### config.mk
export PLATFORM = sky130hd
export DESIGN_NAME = stdc_timer
export DESIGN_NICKNAME = d
export VERILOG_FILES = /design/src/logic/stdc_pkg.sv /design/src/logic/stdc_tick_sel.sv /design/src/logic/stdc_irq.sv /design/src/logic/stdc_timer.sv
export SDC_FILE = /design/constraint.sdc
export NUM_CORES = 1
export LEC_CHECK = 0
export BUFFER_PORTS_ARGS = -buffer_cell sky130_fd_sc_hd__buf_2
export CAP_MARGIN = 20
export CORE_ASPECT_RATIO = 1.2
export CORE_MARGIN = 5
export CORE_UTILIZATION = 50
export DETAILED_ROUTE_END_ITERATION = 7
export PLACE_DENSITY = 0.83
export SYNTH_ARGS = -nofsm -noshare
export SYNTH_HDL_FRONTEND = slang
export SYNTH_SLANG_ARGS = --single-unit
export TNS_END_PERCENT = 5
### constraint.sdc
create_clock -name clock_i -period 2.63 [get_ports clock_i]
set_clock_uncertainty 0.2 [all_clocks]
set_input_delay 0.1315 -clock clock_i [delete_from_list [all_inputs] [get_ports clock_i]]
set_output_delay 0.1315 -clock clock_i [all_outputs]
set_load 0.01 [all_outputs]
### src/logic/stdc_pkg.sv
/*
  Constants for the system tick down counter: register offsets, field positions,
  reset values and widths.
  Assumes an APB slave with 32-bit data and word-aligned byte addresses.
*/
`default_nettype none

package stdc_pkg;
  localparam int unsigned ADDR_W = 4;
  localparam int unsigned CNT_W = 24;

  // Register byte offsets
  localparam logic [ADDR_W-1:0] OFS_CTRL = 4'h0;
  localparam logic [ADDR_W-1:0] OFS_RELOAD = 4'h4;
  localparam logic [ADDR_W-1:0] OFS_CURRENT = 4'h8;
  localparam logic [ADDR_W-1:0] OFS_CALIB = 4'hc;
  localparam logic [ADDR_W-1:0] OFS_IRQ_STAT = 4'h0;
  // Interrupt block in a second word group above the timer
  localparam logic [7:0] OFS_IRQ_STATUS = 8'h10;
  localparam logic [7:0] OFS_IRQ_MASK = 8'h14;

  // Control/status field positions
  localparam int unsigned CTRL_ENABLE_BIT = 0;
  localparam int unsigned CTRL_EXC_BIT = 1;
  localparam int unsigned CTRL_CLKSEL_BIT = 2;
  localparam int unsigned CTRL_FLAG_BIT = 16;

  // Calibration field positions
  localparam int unsigned CAL_NO_EXTERNAL_REFERENCE_BIT = 31;
  localparam int unsigned CAL_INEXACT_BIT = 30;

  // Interrupt status field positions
  localparam int unsigned IRQ_ZERO_BIT = 0;
  localparam int unsigned IRQ_W = 1;

  // Reset values
  localparam logic [CNT_W-1:0] RELOAD_RST = 24'h000000;
  localparam logic [CNT_W-1:0] CURRENT_RST = 24'h000000;
  localparam logic [IRQ_W-1:0] IRQ_MASK_RST = 1'h0;

  // Count clock select codes
  localparam logic CLKSEL_EXTERNAL = 1'h0;
  localparam logic CLKSEL_INTERNAL = 1'h1;
endpackage : stdc_pkg

`default_nettype wire

### src/logic/stdc_tick_sel.sv
/*
  Count tick selection: turns the external reference tick into a one-cycle
  strobe on its rising edge, or passes the internal free-clock tick straight on.
  Assumes both tick inputs are synchronous to clock_i.
*/
`default_nettype none

module stdc_tick_sel (
  // Clock and reset
  input wire logic clock_i,
  input wire logic rstn_i,
  // Tick sources
  input wire logic external_reference_tick_i,
  input wire logic processor_free_clock_i,
  input wire logic count_clock_select_i,
  // Selected tick
  output logic tick_o
);
  import stdc_pkg::*;

  logic ext_prev_r;

  always_ff @(posedge clock_i) begin
    if (!rstn_i) begin
      // High after reset so an input already high gives no false edge
      ext_prev_r <= 1'b1;
    end else begin
      ext_prev_r <= external_reference_tick_i;
    end
  end

  // External ticks count on rising edges only
  always_comb begin
    if (count_clock_select_i == CLKSEL_INTERNAL) begin
      tick_o = processor_free_clock_i;
    end else begin
      tick_o = external_reference_tick_i & ~ext_prev_r;
    end
  end
endmodule // stdc_tick_sel

`default_nettype wire

### src/logic/stdc_irq.sv
/*
  Sticky interrupt status with mask: events set bits, a status read clears them,
  and one level output is high while an unmasked bit is set.
  Assumes event and read-clear strobes are one-cycle pulses on clock_i.
*/
`default_nettype none

module stdc_irq #(
  parameter int unsigned WIDTH = 1
) (
  // Clock and reset
  input wire logic clock_i,
  input wire logic rstn_i,
  // Events and software access
  input wire logic [WIDTH-1:0] event_i,
  input wire logic status_read_i,
  input wire logic [WIDTH-1:0] mask_i,
  // State
  output logic [WIDTH-1:0] status_o,
  output logic irq_o
);
  logic [WIDTH-1:0] status_r;

  // Set wins over the read clear
  always_ff @(posedge clock_i) begin
    if (!rstn_i) begin
      status_r <= '0;
    end else if (status_read_i) begin
      status_r <= event_i;
    end else begin
      status_r <= status_r | event_i;
    end
  end

  assign status_o = status_r;
  assign irq_o = |(status_r & mask_i);
endmodule // stdc_irq

`default_nettype wire

### src/logic/stdc_timer.sv
/*
  System tick down counter with an APB register port: control/status, reload,
  current value, calibration, plus an interrupt status and mask pair.
  Assumes an APB master on clock_i; tick inputs and calibration inputs are
  synchronous to clock_i; calibration inputs are static straps.
*/
`default_nettype none

// How it works
// - Counter runs only while control bit 0 is set; resets to zero.
// - Control bit 2 picks count clock: 0 external tick, 1 internal free clock.
// - On the tick after the count reaches zero, the 24-bit reload value is loaded into the count.
// - With control bit 1 set, reaching zero raises an exception request.
// - Control bit 16 reads 1 if zero was reached since the last control read.
// - Reading the control register returns the flag then clears it.
// - Current-value read returns the 24-bit count, upper bits zero.
// - Any current-value write clears the count and the zero-reached flag.
// - Calibration bit 31 reads 1 when no external reference tick exists.
// - Calibration bit 30 reads 1 when the ten-millisecond count is inexact.
// - Calibration bits 23:0 give the ticks in a ten-millisecond interval.
// - The ten-millisecond count comes from an input port, not software.

module stdc_timer #(
  parameter int unsigned CW = stdc_pkg::CNT_W
) (
  // Clock and reset
  input wire logic clock_i,
  input wire logic rstn_i,
  // APB slave
  input wire logic psel_i,
  input wire logic penable_i,
  input wire logic pwrite_i,
  input wire logic [7:0] paddr_i,
  input wire logic [31:0] pwdata_i,
  output logic [31:0] prdata_o,
  output logic pready_o,
  output logic pslverr_o,
  // Tick sources
  input wire logic external_reference_tick_i,
  input wire logic processor_free_clock_i,
  // Calibration inputs
  input wire logic no_external_reference_i,
  input wire logic calibration_inexact_i,
  input wire logic [stdc_pkg::CNT_W-1:0] ten_ms_count_i,
  // Requests
  output logic zero_exception_o,
  output logic irq_o
);
  import stdc_pkg::*;

  logic enable_r;
  logic zero_exception_enable_r;
  logic count_clock_select_r;
  logic zero_reached_flag_r;
  logic [CW-1:0] reload_r;
  logic [CW-1:0] current_r;
  logic [CW-1:0] current_nxt;
  logic [IRQ_W-1:0] irq_mask_r;
  logic [IRQ_W-1:0] irq_status;
  logic [31:0] prdata_r;
  logic pslverr_r;
  logic tick;
  logic zero_event;
  logic wr_en;
  logic rd_en;
  logic ctrl_read;
  logic status_read;
  logic current_write;
  logic mapped;

  // APB answers in the first access cycle
  assign wr_en = psel_i & penable_i & pwrite_i;
  assign rd_en = psel_i & penable_i & ~pwrite_i;
  assign mapped = (paddr_i[7:2] <= 6'h05) && (paddr_i[1:0] == 2'b00);
  assign ctrl_read = rd_en && (paddr_i == {4'h0, OFS_CTRL});
  assign status_read = rd_en && (paddr_i == OFS_IRQ_STATUS);
  assign current_write = wr_en && (paddr_i == {4'h0, OFS_CURRENT});
  assign pready_o = 1'b1;
  assign prdata_o = prdata_r;
  assign pslverr_o = pslverr_r;

  stdc_tick_sel u_tick_sel (
    .clock_i(clock_i),
    .rstn_i(rstn_i),
    .external_reference_tick_i(external_reference_tick_i),
    .processor_free_clock_i(processor_free_clock_i),
    .count_clock_select_i(count_clock_select_r),
    .tick_o(tick)
  );

  // Zero is reached on the tick that takes the count from one to zero
  assign zero_event = enable_r && tick && (current_r == CW'(1)) && !current_write;

  // Control register fields
  always_ff @(posedge clock_i) begin
    if (!rstn_i) begin
      enable_r <= 1'b0;
      zero_exception_enable_r <= 1'b0;
      count_clock_select_r <= CLKSEL_EXTERNAL;
    end else if (wr_en && paddr_i == {4'h0, OFS_CTRL}) begin
      enable_r <= pwdata_i[CTRL_ENABLE_BIT];
      zero_exception_enable_r <= pwdata_i[CTRL_EXC_BIT];
      count_clock_select_r <= pwdata_i[CTRL_CLKSEL_BIT];
    end
  end

  // Zero-reached flag: a new zero wins over the read clear
  always_ff @(posedge clock_i) begin
    if (!rstn_i) begin
      zero_reached_flag_r <= 1'b0;
    end else if (zero_event) begin
      zero_reached_flag_r <= 1'b1;
    end else if (ctrl_read || current_write) begin
      zero_reached_flag_r <= 1'b0;
    end
  end

  // Reload register
  always_ff @(posedge clock_i) begin
    if (!rstn_i) begin
      reload_r <= RELOAD_RST;
    end else if (wr_en && paddr_i == {4'h0, OFS_RELOAD}) begin
      reload_r <= pwdata_i[CW-1:0];
    end
  end

  // Down counter
  always_comb begin
    current_nxt = current_r;
    if (current_write) begin
      current_nxt = '0;
    end else if (enable_r && tick) begin
      if (current_r == '0) begin
        current_nxt = reload_r;
      end else begin
        current_nxt = current_r - CW'(1);
      end
    end
  end

  always_ff @(posedge clock_i) begin
    if (!rstn_i) begin
      current_r <= CURRENT_RST;
    end else begin
      current_r <= current_nxt;
    end
  end

  // Exception request pulse, one cycle per zero
  always_ff @(posedge clock_i) begin
    if (!rstn_i) begin
      zero_exception_o <= 1'b0;
    end else begin
      zero_exception_o <= zero_event & zero_exception_enable_r;
    end
  end

  // Interrupt mask
  always_ff @(posedge clock_i) begin
    if (!rstn_i) begin
      irq_mask_r <= IRQ_MASK_RST;
    end else if (wr_en && paddr_i == OFS_IRQ_MASK) begin
      irq_mask_r <= pwdata_i[IRQ_W-1:0];
    end
  end

  stdc_irq #(
    .WIDTH(IRQ_W)
  ) u_irq (
    .clock_i(clock_i),
    .rstn_i(rstn_i),
    .event_i(zero_event),
    .status_read_i(status_read),
    .mask_i(irq_mask_r),
    .status_o(irq_status),
    .irq_o(irq_o)
  );

  // Read data; the flag is sampled before its clear takes effect
  always_ff @(posedge clock_i) begin
    if (!rstn_i) begin
      prdata_r <= 32'h00000000;
      pslverr_r <= 1'b0;
    end else if (psel_i && !penable_i) begin
      prdata_r <= 32'h00000000;
      pslverr_r <= !mapped;
      if (!pwrite_i) begin
        case (paddr_i)
          {4'h0, OFS_CTRL}: begin
            prdata_r[CTRL_ENABLE_BIT] <= enable_r;
            prdata_r[CTRL_EXC_BIT] <= zero_exception_enable_r;
            prdata_r[CTRL_CLKSEL_BIT] <= count_clock_select_r;
            prdata_r[CTRL_FLAG_BIT] <= zero_reached_flag_r | zero_event;
          end
          {4'h0, OFS_RELOAD}: begin
            prdata_r[CW-1:0] <= reload_r;
          end
          {4'h0, OFS_CURRENT}: begin
            prdata_r[CW-1:0] <= current_nxt;
          end
          {4'h0, OFS_CALIB}: begin
            prdata_r[CAL_NO_EXTERNAL_REFERENCE_BIT] <= no_external_reference_i;
            prdata_r[CAL_INEXACT_BIT] <= calibration_inexact_i;
            prdata_r[CNT_W-1:0] <= ten_ms_count_i;
          end
          OFS_IRQ_STATUS: begin
            prdata_r[IRQ_W-1:0] <= irq_status | zero_event;
          end
          OFS_IRQ_MASK: begin
            prdata_r[IRQ_W-1:0] <= irq_mask_r;
          end
          default: begin
            prdata_r <= 32'h00000000;
          end
        endcase
      end
    end
  end
endmodule // stdc_timer

`default_nettype wire

==> results of run 1 <==
cell families (layout without fill, tap and decap cells):
| group | after synthesis | count (layout) |
|---|---|---|
| DFF | 83 | 83 |
| AOI/OAI and AO/OA | 174 | 174 |
| adders and majority gates | 2 | 2 |
| other | 2 | 7 |
| muxes | 15 | 15 |
| and+or+nand+nor | 232 | 232 |
| buffers and inverters | 54 | 203 |
metal layers:
metal	share of wire [%]	track usage (%)	up-vias
li1	-	-	2352
met1	38	34.3	2442
met2	49	48.7	312
met3	9.1	5.61	77
met4	4.4	15.0	0
met5	0	0	-
power by group through the flow:
stage	Sequential [W]	Combinational (W)	Clock (W)
after floorplan	0.00129	0.0000762	0
after global placement	0.00129	0.000145	0
after detailed placement	0.00129	0.000147	0
after CTS	0.00126	0.000201	0.000889
after global routing	0.00126	0.000222	0.000936
final	0.00126	0.000209	0.000877
layout make-up:
class                      count  area share [%]
timing repair buffer         175            20.5
tap                          120            2.54
clock buffer                  13            2.85
sequential                    83            28.1
multi-input combinational    430            45.1
inverter                      13           0.824
clock inverter                 2           0.169
worst paths after layout:
kind,from,end,cells past startpoint
worst max-delay path,current_r[12],prdata_o[16],7
worst min-delay path,penable_i,u_irq.status_o,4
worst max register to register,current_r[12],prdata_o[16],7
worst min register to register,reload_r[19],reload_r[19],2
worst max-delay path, cell delays in order (launching register included):
cell and delay [ns]:
dfxtp_1 0.41, nor4_4 0.36, nand4_2 0.22, buf_4 0.25
nor3_2 0.29, o21ai_1 0.20, a211o_1 0.37, o211ai_1 0.12
stage by stage:
| step | cell area [µm²] | worst slack [ns] | hold WS, ns | power (W) |
|---|---|---|---|---|
| 2_1_floorplan | 4590 | 0.399 | 0.0330 | 0.00136 |
| 3_3_place_gp | 5250 | 0.201 | 0.129 | 0.00143 |
| 3_5_place_dp | 5250 | 0.145 | 0.140 | 0.00143 |
| 4_1_cts | 5900 | 0.0841 | 0.0146 | 0.00235 |
| 5_1_grt | 5920 | 0.00109 | 0.0506 | 0.00242 |
| 6_report | 5920 | 0.124 | 0.0283 | 0.00234 |
sequential cells by signal, summed over array words and instances (netlist names):
name	cells
prdata_o	26
current_r	24
reload_r	24
count_clock_select_r	1
enable_r	1
irq_mask_r	1
pslverr_o	1
u_irq.status_o	1
u_tick_sel.ext_prev_r	1
zero_exception_enable_r	1
zero_exception_o	1
zero_reached_flag_r	1
synth_stat cells, types with 5 or more instances:
cell       count  area share [%]
clkbuf_1      15             1.2
o31ai_1        5            0.82
and3_1         6            0.82
a22oi_1       13             2.1
or3_1          7            0.96
a22o_1        14             2.7
and2_1         6            0.82
o21ai_0       18             2.0
o22ai_1        5            0.68
nand2_1       82             6.7
buf_6          5             1.2
nor4_1         6            0.82
nand3_1       13             1.4
mux2i_1       10             2.2
dfxtp_1       83              36
a31oi_1        7            0.96
inv_1         12            0.99
buf_2          9            0.99
nor2_1        52             4.3
o21ai_1        8            0.88
buf_4          8             1.3
a21oi_1       50             5.5
a211oi_1       5            0.82
a2bb2oi_1      6             1.2
nor3_1        17             1.9
a32oi_1        5            0.96
repair_timing:
action / CTS / global route
setup endpoints to repair: 0 / 7
hold buffers: 47 / 0
gates resized for setup: 0 / 3
setup buffers: 0 / 0
endpoints found under the hold margin: 48 / 0
==> flow_metrics.tcl, run 1 <==
set metrics [dict create \
    cts-buffers-inserted 9 \
    wl_mm 16.1 \
    drtAntennaViolNets 0 \
    dp.cells 774 \
    ys_warn_count 0 \
    p_sw_w 0.000571 \
    fp.dieH_um 115 \
    peakVddDrop_mv 0.269 \
    hold_path_class "in -> reg" \
    maxCapViolations 0 \
    ff_latch_area_um2 1660 \
    drt_first_iter_violations 451 \
    ys_types 74 \
    p_per_area_nw_per_um2 396 \
    worstSkewPairLatency_ns 0.37 \
    drt_pass1_iterations 5 \
    synthCells 562 \
    wl_per_cell_um 19.2 \
    ios 109 \
    min_period_ns 2.51 \
    crit_type "reg -> reg" \
    min_period_over_period_pct 95.3 \
    cts.sinks 83 \
    cts.clk_slew.worst_paths_ns 0.08 \
    status "complete, no violations" \
    rows 38 \
    die_w_um 97.3 \
    grt_setup_unrepaired "no" \
    clkPwrFrac_pct 37.4 \
    reg2reg_slack_ns 0.12 \
    hold_viol_final 0 \
    synth_top_family_by_area "simple AND/OR/NAND/NOR gates" \
    antenna_found_initial 0 \
    nets 787 \
    htree_levels 3 \
    grt_pass1_vias 5012 \
    synth_seq_cells 83 \
    synth_ff_type "dfxtp_1" \
    swShare_pct 24.3 \
    gp_congestion 0.936 \
    cts_buffer_depth 2 \
    worstPathRequired_ns 2.70 \
    core-area_um2 8990 \
    grt_first_pass_wirelength_mm 25.5 \
    synth.avg_cell_area_um2 8.13 \
    dpl.hpwl_mm 10.7 \
    worst-endpoint-arrival_ns 2.58 \
    synth_edf_count 0 \
    finish.utilization_pct 65.9 \
    initial_utilization_pct 50.8 \
    ys_async_sr_fraction_pct 0 \
    drc 0 \
    max_slew_margin_pct 45.3 \
    synth_xor_area_share_pct 0 \
    dr_total_vias 5183 \
    gr-total-overflow 0 \
    layout_commonest_cell "buf_2" \
    final_cell_mix "buf_2, dfxtp_1, nand2_1" \
    fp.dieArea_um2 11200 \
    routed_via_density 6.20 \
    drv_slew 0 \
    finalSetupTns_ns 0 \
    pwr-share-comb_pct 8.9 \
    power_leakage_nw 2.42 \
    antenna_cells 0 \
    fill_cells 750 \
    p_int_w 0.00177 \
    timing.fmax_ghz 0.399 \
    grt_max_degree 27 \
    synth_compound_area_share_pct 26.0 \
    cts_tree "yes" \
    layout-drive-gt1-share_pct 24.7 \
    syn-cell-area_um2 4570 \
    root_buffer "clkbuf_8" \
    area_delta_synth_final_pct 29.6 \
    final_cells 836 \
    worst_pin_slew_ns 0.819 \
    synth-simple-area-share_pct 27.3 \
    worst_setup_path_start_kind "flop" \
    crit_path_end_kind "flop" \
    multi_input_area_um2 2670 \
    muxShareOfSynthArea_pct 3.51 \
    grt_usage_pct 28.5 \
    io_buffers 93 \
    synth_fa_ha_area_share_pct 0.548 \
    pwr-share-seq_pct 53.7 \
    path_max_fanout 11 \
    setup_viol 0 \
    ys_seq_area_share_pct 36.4 \
]
No activity file was read; power rests on OpenSTA's default activity.
==> run 2: changes to the inputs <==
--- a/config.mk
+++ b/config.mk
@@ -6,12 +6,12 @@
 export NUM_CORES = 1
 export LEC_CHECK = 0
 export BUFFER_PORTS_ARGS = -buffer_cell sky130_fd_sc_hd__buf_2
-export CAP_MARGIN = 20
+export CAP_MARGIN = 40
 export CORE_ASPECT_RATIO = 1.2
 export CORE_MARGIN = 5
-export CORE_UTILIZATION = 50
+export CORE_UTILIZATION = 40
 export DETAILED_ROUTE_END_ITERATION = 7
-export PLACE_DENSITY = 0.83
+export PLACE_DENSITY = 0.7
 export SYNTH_ARGS = -nofsm -noshare
 export SYNTH_HDL_FRONTEND = slang
 export SYNTH_SLANG_ARGS = --single-unit
==> constraint.sdc (replaced) <==
create_clock -name clock_i -period 3.2 [get_ports clock_i]
set_clock_uncertainty 0.2 [all_clocks]
set_input_delay 0.16 -clock clock_i [delete_from_list [all_inputs] [get_ports clock_i]]
set_output_delay 0.16 -clock clock_i [all_outputs]
set_load 0.01 [all_outputs]
==> run 2 against run 1 <==
- largest power group is now the clock network
- combinational power is 24% lower
- final cell count is 1.3% higher
- via count is 6.0% lower
- flip-flop and latch count stayed put
- clock power is 23% higher
- total power is 3.0% lower
- sequential power is 17% lower
- first-iteration DRC count is 21% lower
- critical path depth stayed put
- largest cell class unchanged
- design area is 1.0% lower
- maximum frequency is 12% lower
==> flow_metrics.tcl, run 2 (same netlist as run 1, synthesis figures left out) <==
set metrics [dict create \
    cts.clk_slew.worst_paths_ns 0.06 \
    layout-drive-gt1-share_pct 22.9 \
    worst_setup_path_start_kind "flop" \
    min_period_ns 2.84 \
    drtAntennaViolNets 0 \
    drt_first_iter_violations 358 \
    htree_levels 3 \
    worstSkewPairLatency_ns 0.34 \
    hold_viol_final 0 \
    grt_pass1_vias 4821 \
    root_buffer "clkbuf_16" \
    io_buffers 93 \
    path_max_fanout 7 \
    layout_commonest_cell "buf_2" \
    timing.fmax_ghz 0.352 \
    peakVddDrop_mv 0.246 \
    wl_mm 15.5 \
    crit_type "reg -> reg" \
    cts_buffer_depth 2 \
    wl_per_cell_um 18.3 \
    startpoint "current_r[12]" \
    initial_utilization_pct 41.2 \
    gp_congestion 0.935 \
    drc 0 \
    routed_via_density 5.75 \
    cp.buffers_inverters 1 \
    fp.dieArea_um2 13700 \
    fp.dieH_um 127 \
    crit_slowest_cell "dlygate4sd3_1" \
    nets 763 \
    crit_path_end_kind "flop" \
    reg2reg_slack_ns 0.36 \
    grt_setup_unrepaired "no" \
    max_slew_margin_pct 47.6 \
    cts-buffers-inserted 9 \
    drv_slew 0 \
    crit_chain "nor4_4 -> nand2_2 -> or4_4 -> o22a_1 -> o22ai_1 -> a31oi_1 -> dlygate4sd3_1" \
    drt_pass1_iterations 6 \
    worst-endpoint-arrival_ns 2.86 \
    area_delta_synth_final_pct 28.2 \
    maxCapViolations 0 \
    largest_reg_flops 26 \
    grt_usage_pct 22.5 \
    rr_startpoint "current_r[12]" \
    cp_top_family "simple AND/OR/NAND/NOR gates" \
    ios 109 \
    min_from "ten_ms_count_i[23]" \
    die_w_um 108 \
    grt_first_pass_wirelength_mm 24.4 \
    finalSetupTns_ns 0 \
    ctsHoldBuffers 39 \
    antenna_found_initial 0 \
    power_leakage_nw 2.35 \
    worstPathRequired_ns 3.22 \
    rows 42 \
    cts_tree "yes" \
    status "complete, no violations" \
    final_cell_mix "buf_2, dfxtp_1, nand2_1" \
    hold_path_class "in -> reg" \
    core-area_um2 11100 \
    gr-total-overflow 0 \
    setup_viol 0 \
    dr_total_vias 4872 \
    fin_total_pwr_w 0.00227 \
    antenna_cells 0 \
    postCtsSetupBuffers 0 \
    cts-resized-gates 0 \
    slowest_delay_ns 0.57 \
    p_per_area_nw_per_um2 388 \
    worst_pin_slew_ns 0.783 \
    grt_max_degree 27 \
    cts.sinks 83 \
    min_period_over_period_pct 88.7 \
    dpl.hpwl_mm 10.6 \
]
run 2: final timing paths:
check                       to  cells after the start
hold reg to reg   reload_r[10]                      2
setup reg to reg  prdata_o[22]                      7
hold / removal    prdata_o[23]                      3
setup / recovery  prdata_o[22]                      7
run 2: power breakdown:
part / leakage (nW) / internal [W] / total (W) / switching [W]
Combinational: 1.53 / 0.0000750 / 0.000159 / 0.0000842
Sequential: 0.669 / 0.00103 / 0.00104 / 0.000000688
Clock: 0.150 / 0.000670 / 0.00108 / 0.000409
run 2: per-layer routing:
metal  vias up  track usage [%]  share of wire [%]
met4         0             10.5                3.1
met5         -                0                  0
met3        34             3.18                7.3
met1      2319             28.1                 41
met2       219             38.0                 48
li1       2300                -                  -
run 2: final cells by class:
type                            instances  area (µm²)
Tap cell                              154         193
Multi-Input combinational cell        430        2650
Sequential cell                        83        1660
Timing Repair Buffer                  151         998
Clock inverter                          1        30.0
Inverter                               13        48.8
Clock buffer                           15         278
Fill cell                            1066        5230
run 2: through the flow:
step	setup WS, ns	util, %	std cells	cell area, µm²	hold WS [ns]
global placement	0.546	46.5	792	5160	0.161
global route	0.268	52.8	847	5860	0.0514
CTS	0.389	52.8	847	5860	0.0221
floorplan	0.969	-	567	4590	0.0615
detailed placement	0.512	46.5	792	5160	0.170
finish	0.361	52.8	847	5860	0.0217
run 2: worst min-delay path: stages:
cell     delay [ns]
buf_2          0.09
o21ai_0        0.09
a41oi_1        0.17
==> run 3: changes to the inputs <==
==> constraint.sdc (replaced) <==
create_clock -name clock_i -period 3.5 [get_ports clock_i]
set_clock_uncertainty 0.2 [all_clocks]
set_input_delay 0.175 -clock clock_i [delete_from_list [all_inputs] [get_ports clock_i]]
set_output_delay 0.175 -clock clock_i [all_outputs]
set_load 0.01 [all_outputs]
==> run 3 against run 2 <==
- non-clock buffer count is 4 lower
- critical path depth is 1 higher
- utilization is 0.12 points lower
- design area is 0.23% lower
- total power is 6.1% lower
- die area stayed put
- setup slack better by 0.39 ns
- flip-flop and latch count stayed put
- maximum frequency is 3.5% higher
- wire length is 1.6% lower
- via count is 1.8% higher
==> flow_metrics.tcl, run 3 (same netlist as run 1, synthesis figures left out) <==
set metrics [dict create \
    crit_path_end_kind "flop" \
    finalSetupTns_ns 0 \
    crit_type "reg -> reg" \
    drv_slew 0 \
    grt_first_pass_wirelength_mm 24.1 \
    timing.fmax_ghz 0.364 \
    gp_congestion 0.933 \
    worstPathRequired_ns 3.51 \
    htree_levels 3 \
    cts-buffers-inserted 9 \
    grt_pass1_vias 4840 \
    worst-endpoint-arrival_ns 2.75 \
    worst_setup_path_start_kind "flop" \
    slowest_delay_ns 0.46 \
    fp.dieH_um 127 \
    io_buffers 93 \
    wl_mm 15.2 \
    wl_per_cell_um 18.1 \
    drc 0 \
    worst_pin_slew_ns 0.704 \
    core-area_um2 11100 \
    rows 42 \
    cp.buffers_inverters 1 \
    min_period_over_period_pct 78.4 \
    maxCapViolations 0 \
    peakVddDrop_mv 0.204 \
    antenna_found_initial 0 \
    crit_chain "inv_1 -> ha_1 -> nor3b_1 -> nand2_2 -> or2_1 -> mux2_4 -> a31oi_1 -> o31ai_1" \
    ios 109 \
    nets 759 \
    die_w_um 108 \
    p_per_area_nw_per_um2 365 \
    final_cells 843 \
    hold_viol_final 0 \
    crit_slowest_cell "or2_1" \
    grt_usage_pct 22.0 \
    dr_total_vias 4959 \
    dpl.hpwl_mm 10.6 \
    routed_via_density 5.88 \
    min_period_ns 2.74 \
    cts.sinks 83 \
    dp.cells 790 \
    antenna_cells 0 \
    startpoint "current_r[1]" \
    max_slew_margin_pct 52.8 \
    root_buffer "clkbuf_16" \
    path_max_fanout 11 \
    swShare_pct 21.5 \
    grt_max_degree 27 \
    grt_setup_unrepaired "no" \
    p_int_w 0.00168 \
    gr-total-overflow 0 \
    worstRegToRegCells 8 \
    pwr-share-comb_pct 6.7 \
    area_delta_synth_final_pct 27.9 \
    reg2reg_slack_ns 0.76 \
    power_leakage_nw 2.34 \
    pwr-share-seq_pct 44.3 \
    setup_viol 0 \
    hold_path_class "in -> reg" \
    cts.clk_slew.worst_paths_ns 0.06 \
    finish.utilization_pct 52.7 \
    cp-endpoint "prdata_o[4]" \
    initial_utilization_pct 41.2 \
    status "complete, no violations" \
    rr_startpoint "current_r[1]" \
    layout-drive-gt1-share_pct 23.1 \
    worstSkewPairLatency_ns 0.35 \
    cts_buffer_depth 2 \
    final_cell_mix "buf_2, dfxtp_1, nand2_1" \
    cts_tree "yes" \
    drt_pass1_iterations 5 \
    clkPwrFrac_pct 49.0 \
    fp.dieArea_um2 13700 \
    layout_commonest_cell "buf_2" \
    drt_first_iter_violations 490 \
    largest_reg_flops 26 \
    crit_cells 8 \
    drtAntennaViolNets 0 \
    cp_top_family "simple AND/OR/NAND/NOR gates" \
    r2r_end "prdata_o[4]" \
    p_sw_w 0.000460 \
]
[run 3: cell count changes in the layout (fill, tap and decap cells not counted), sizes merged]
cell         before  now
buf             112  110
bufinv            1    2
clkinv            0    1
clkbuf           15   12
clkinvlp          0    1
dlygate4sd3      39   37
[run 3: metrics by stage]
| stage | instance area, µm² | power (W) | setup slack, ns | hold slack (ns) |
|---|---|---|---|---|
| 6_report | 5840 | 0.00214 | 0.756 | 0.00197 |
| 2_1_floorplan | 4590 | 0.00103 | 1.27 | 0.0765 |
| 4_1_cts | 5840 | 0.00215 | 0.797 | 0.00154 |
| 5_1_grt | 5840 | 0.00219 | 0.613 | 0.0190 |
| 3_5_place_dp | 5140 | 0.00108 | 0.819 | 0.180 |
| 3_3_place_gp | 5140 | 0.00107 | 0.888 | 0.173 |
[run 3: worst register-to-register path, stage by stage, from the launching register on]
cell and delay [ns]:
dfxtp_1 0.38, inv_1 0.11, ha_1 0.19, nor3b_1 0.40, nand2_2 0.10, or2_1 0.46
mux2_4 0.39, a31oi_1 0.28, o31ai_1 0.10
[run 3: how the worst min path moves through the flow]
stage / to / slack, ns / depth (start not counted) / from
global route: prdata_o[22] / 0.02 / 3 / ten_ms_count_i[22]
finish: prdata_o[22] / 0.002 / 3 / ten_ms_count_i[22]
global placement: u_tick_sel.ext_prev_r / 0.17 / 2 / external_reference_tick_i
floorplan: u_tick_sel.ext_prev_r / 0.08 / 1 / external_reference_tick_i
CTS: prdata_o[22] / 0.002 / 3 / ten_ms_count_i[22]
detailed placement: u_tick_sel.ext_prev_r / 0.18 / 2 / external_reference_tick_i
[run 3: repair_timing]
action	4_1_cts	5_1_grt
buffers inserted	0	0
resized for setup	0	0
hold buffers	37	0
endpoints found under the setup margin	0	0
endpoints found under the hold margin	42	0
[run 3: final cells by class]
| cell class | count | area, µm² |
|---|---|---|
| Fill cell | 1038 | 5240 |
| Inverter | 13 | 48.8 |
| Multi-Input combinational cell | 430 | 2650 |
| Clock buffer | 12 | 256 |
| Timing Repair Buffer | 147 | 963 |
| Sequential cell | 83 | 1660 |
| Clock inverter | 4 | 72.6 |
| Tap cell | 154 | 193 |
[run 3: per-layer routing]
layer | share of wire (%) | GRT usage [%]
met2 | 48 | 36.3
met4 | 4.4 | 12.3
met5 | 0 | 0
met1 | 41 | 27.4
met3 | 6.8 | 3.23
[run 3: power by group through the flow]
stage | combinational (W) | sequential [W] | clock (W)
after floorplan | 0.0000572 | 0.000968 | 0
after global placement | 0.000107 | 0.000968 | 0
after detailed placement | 0.000108 | 0.000968 | 0
after CTS | 0.000141 | 0.000946 | 0.00106
after global routing | 0.000153 | 0.000946 | 0.00109
final | 0.000143 | 0.000947 | 0.00105
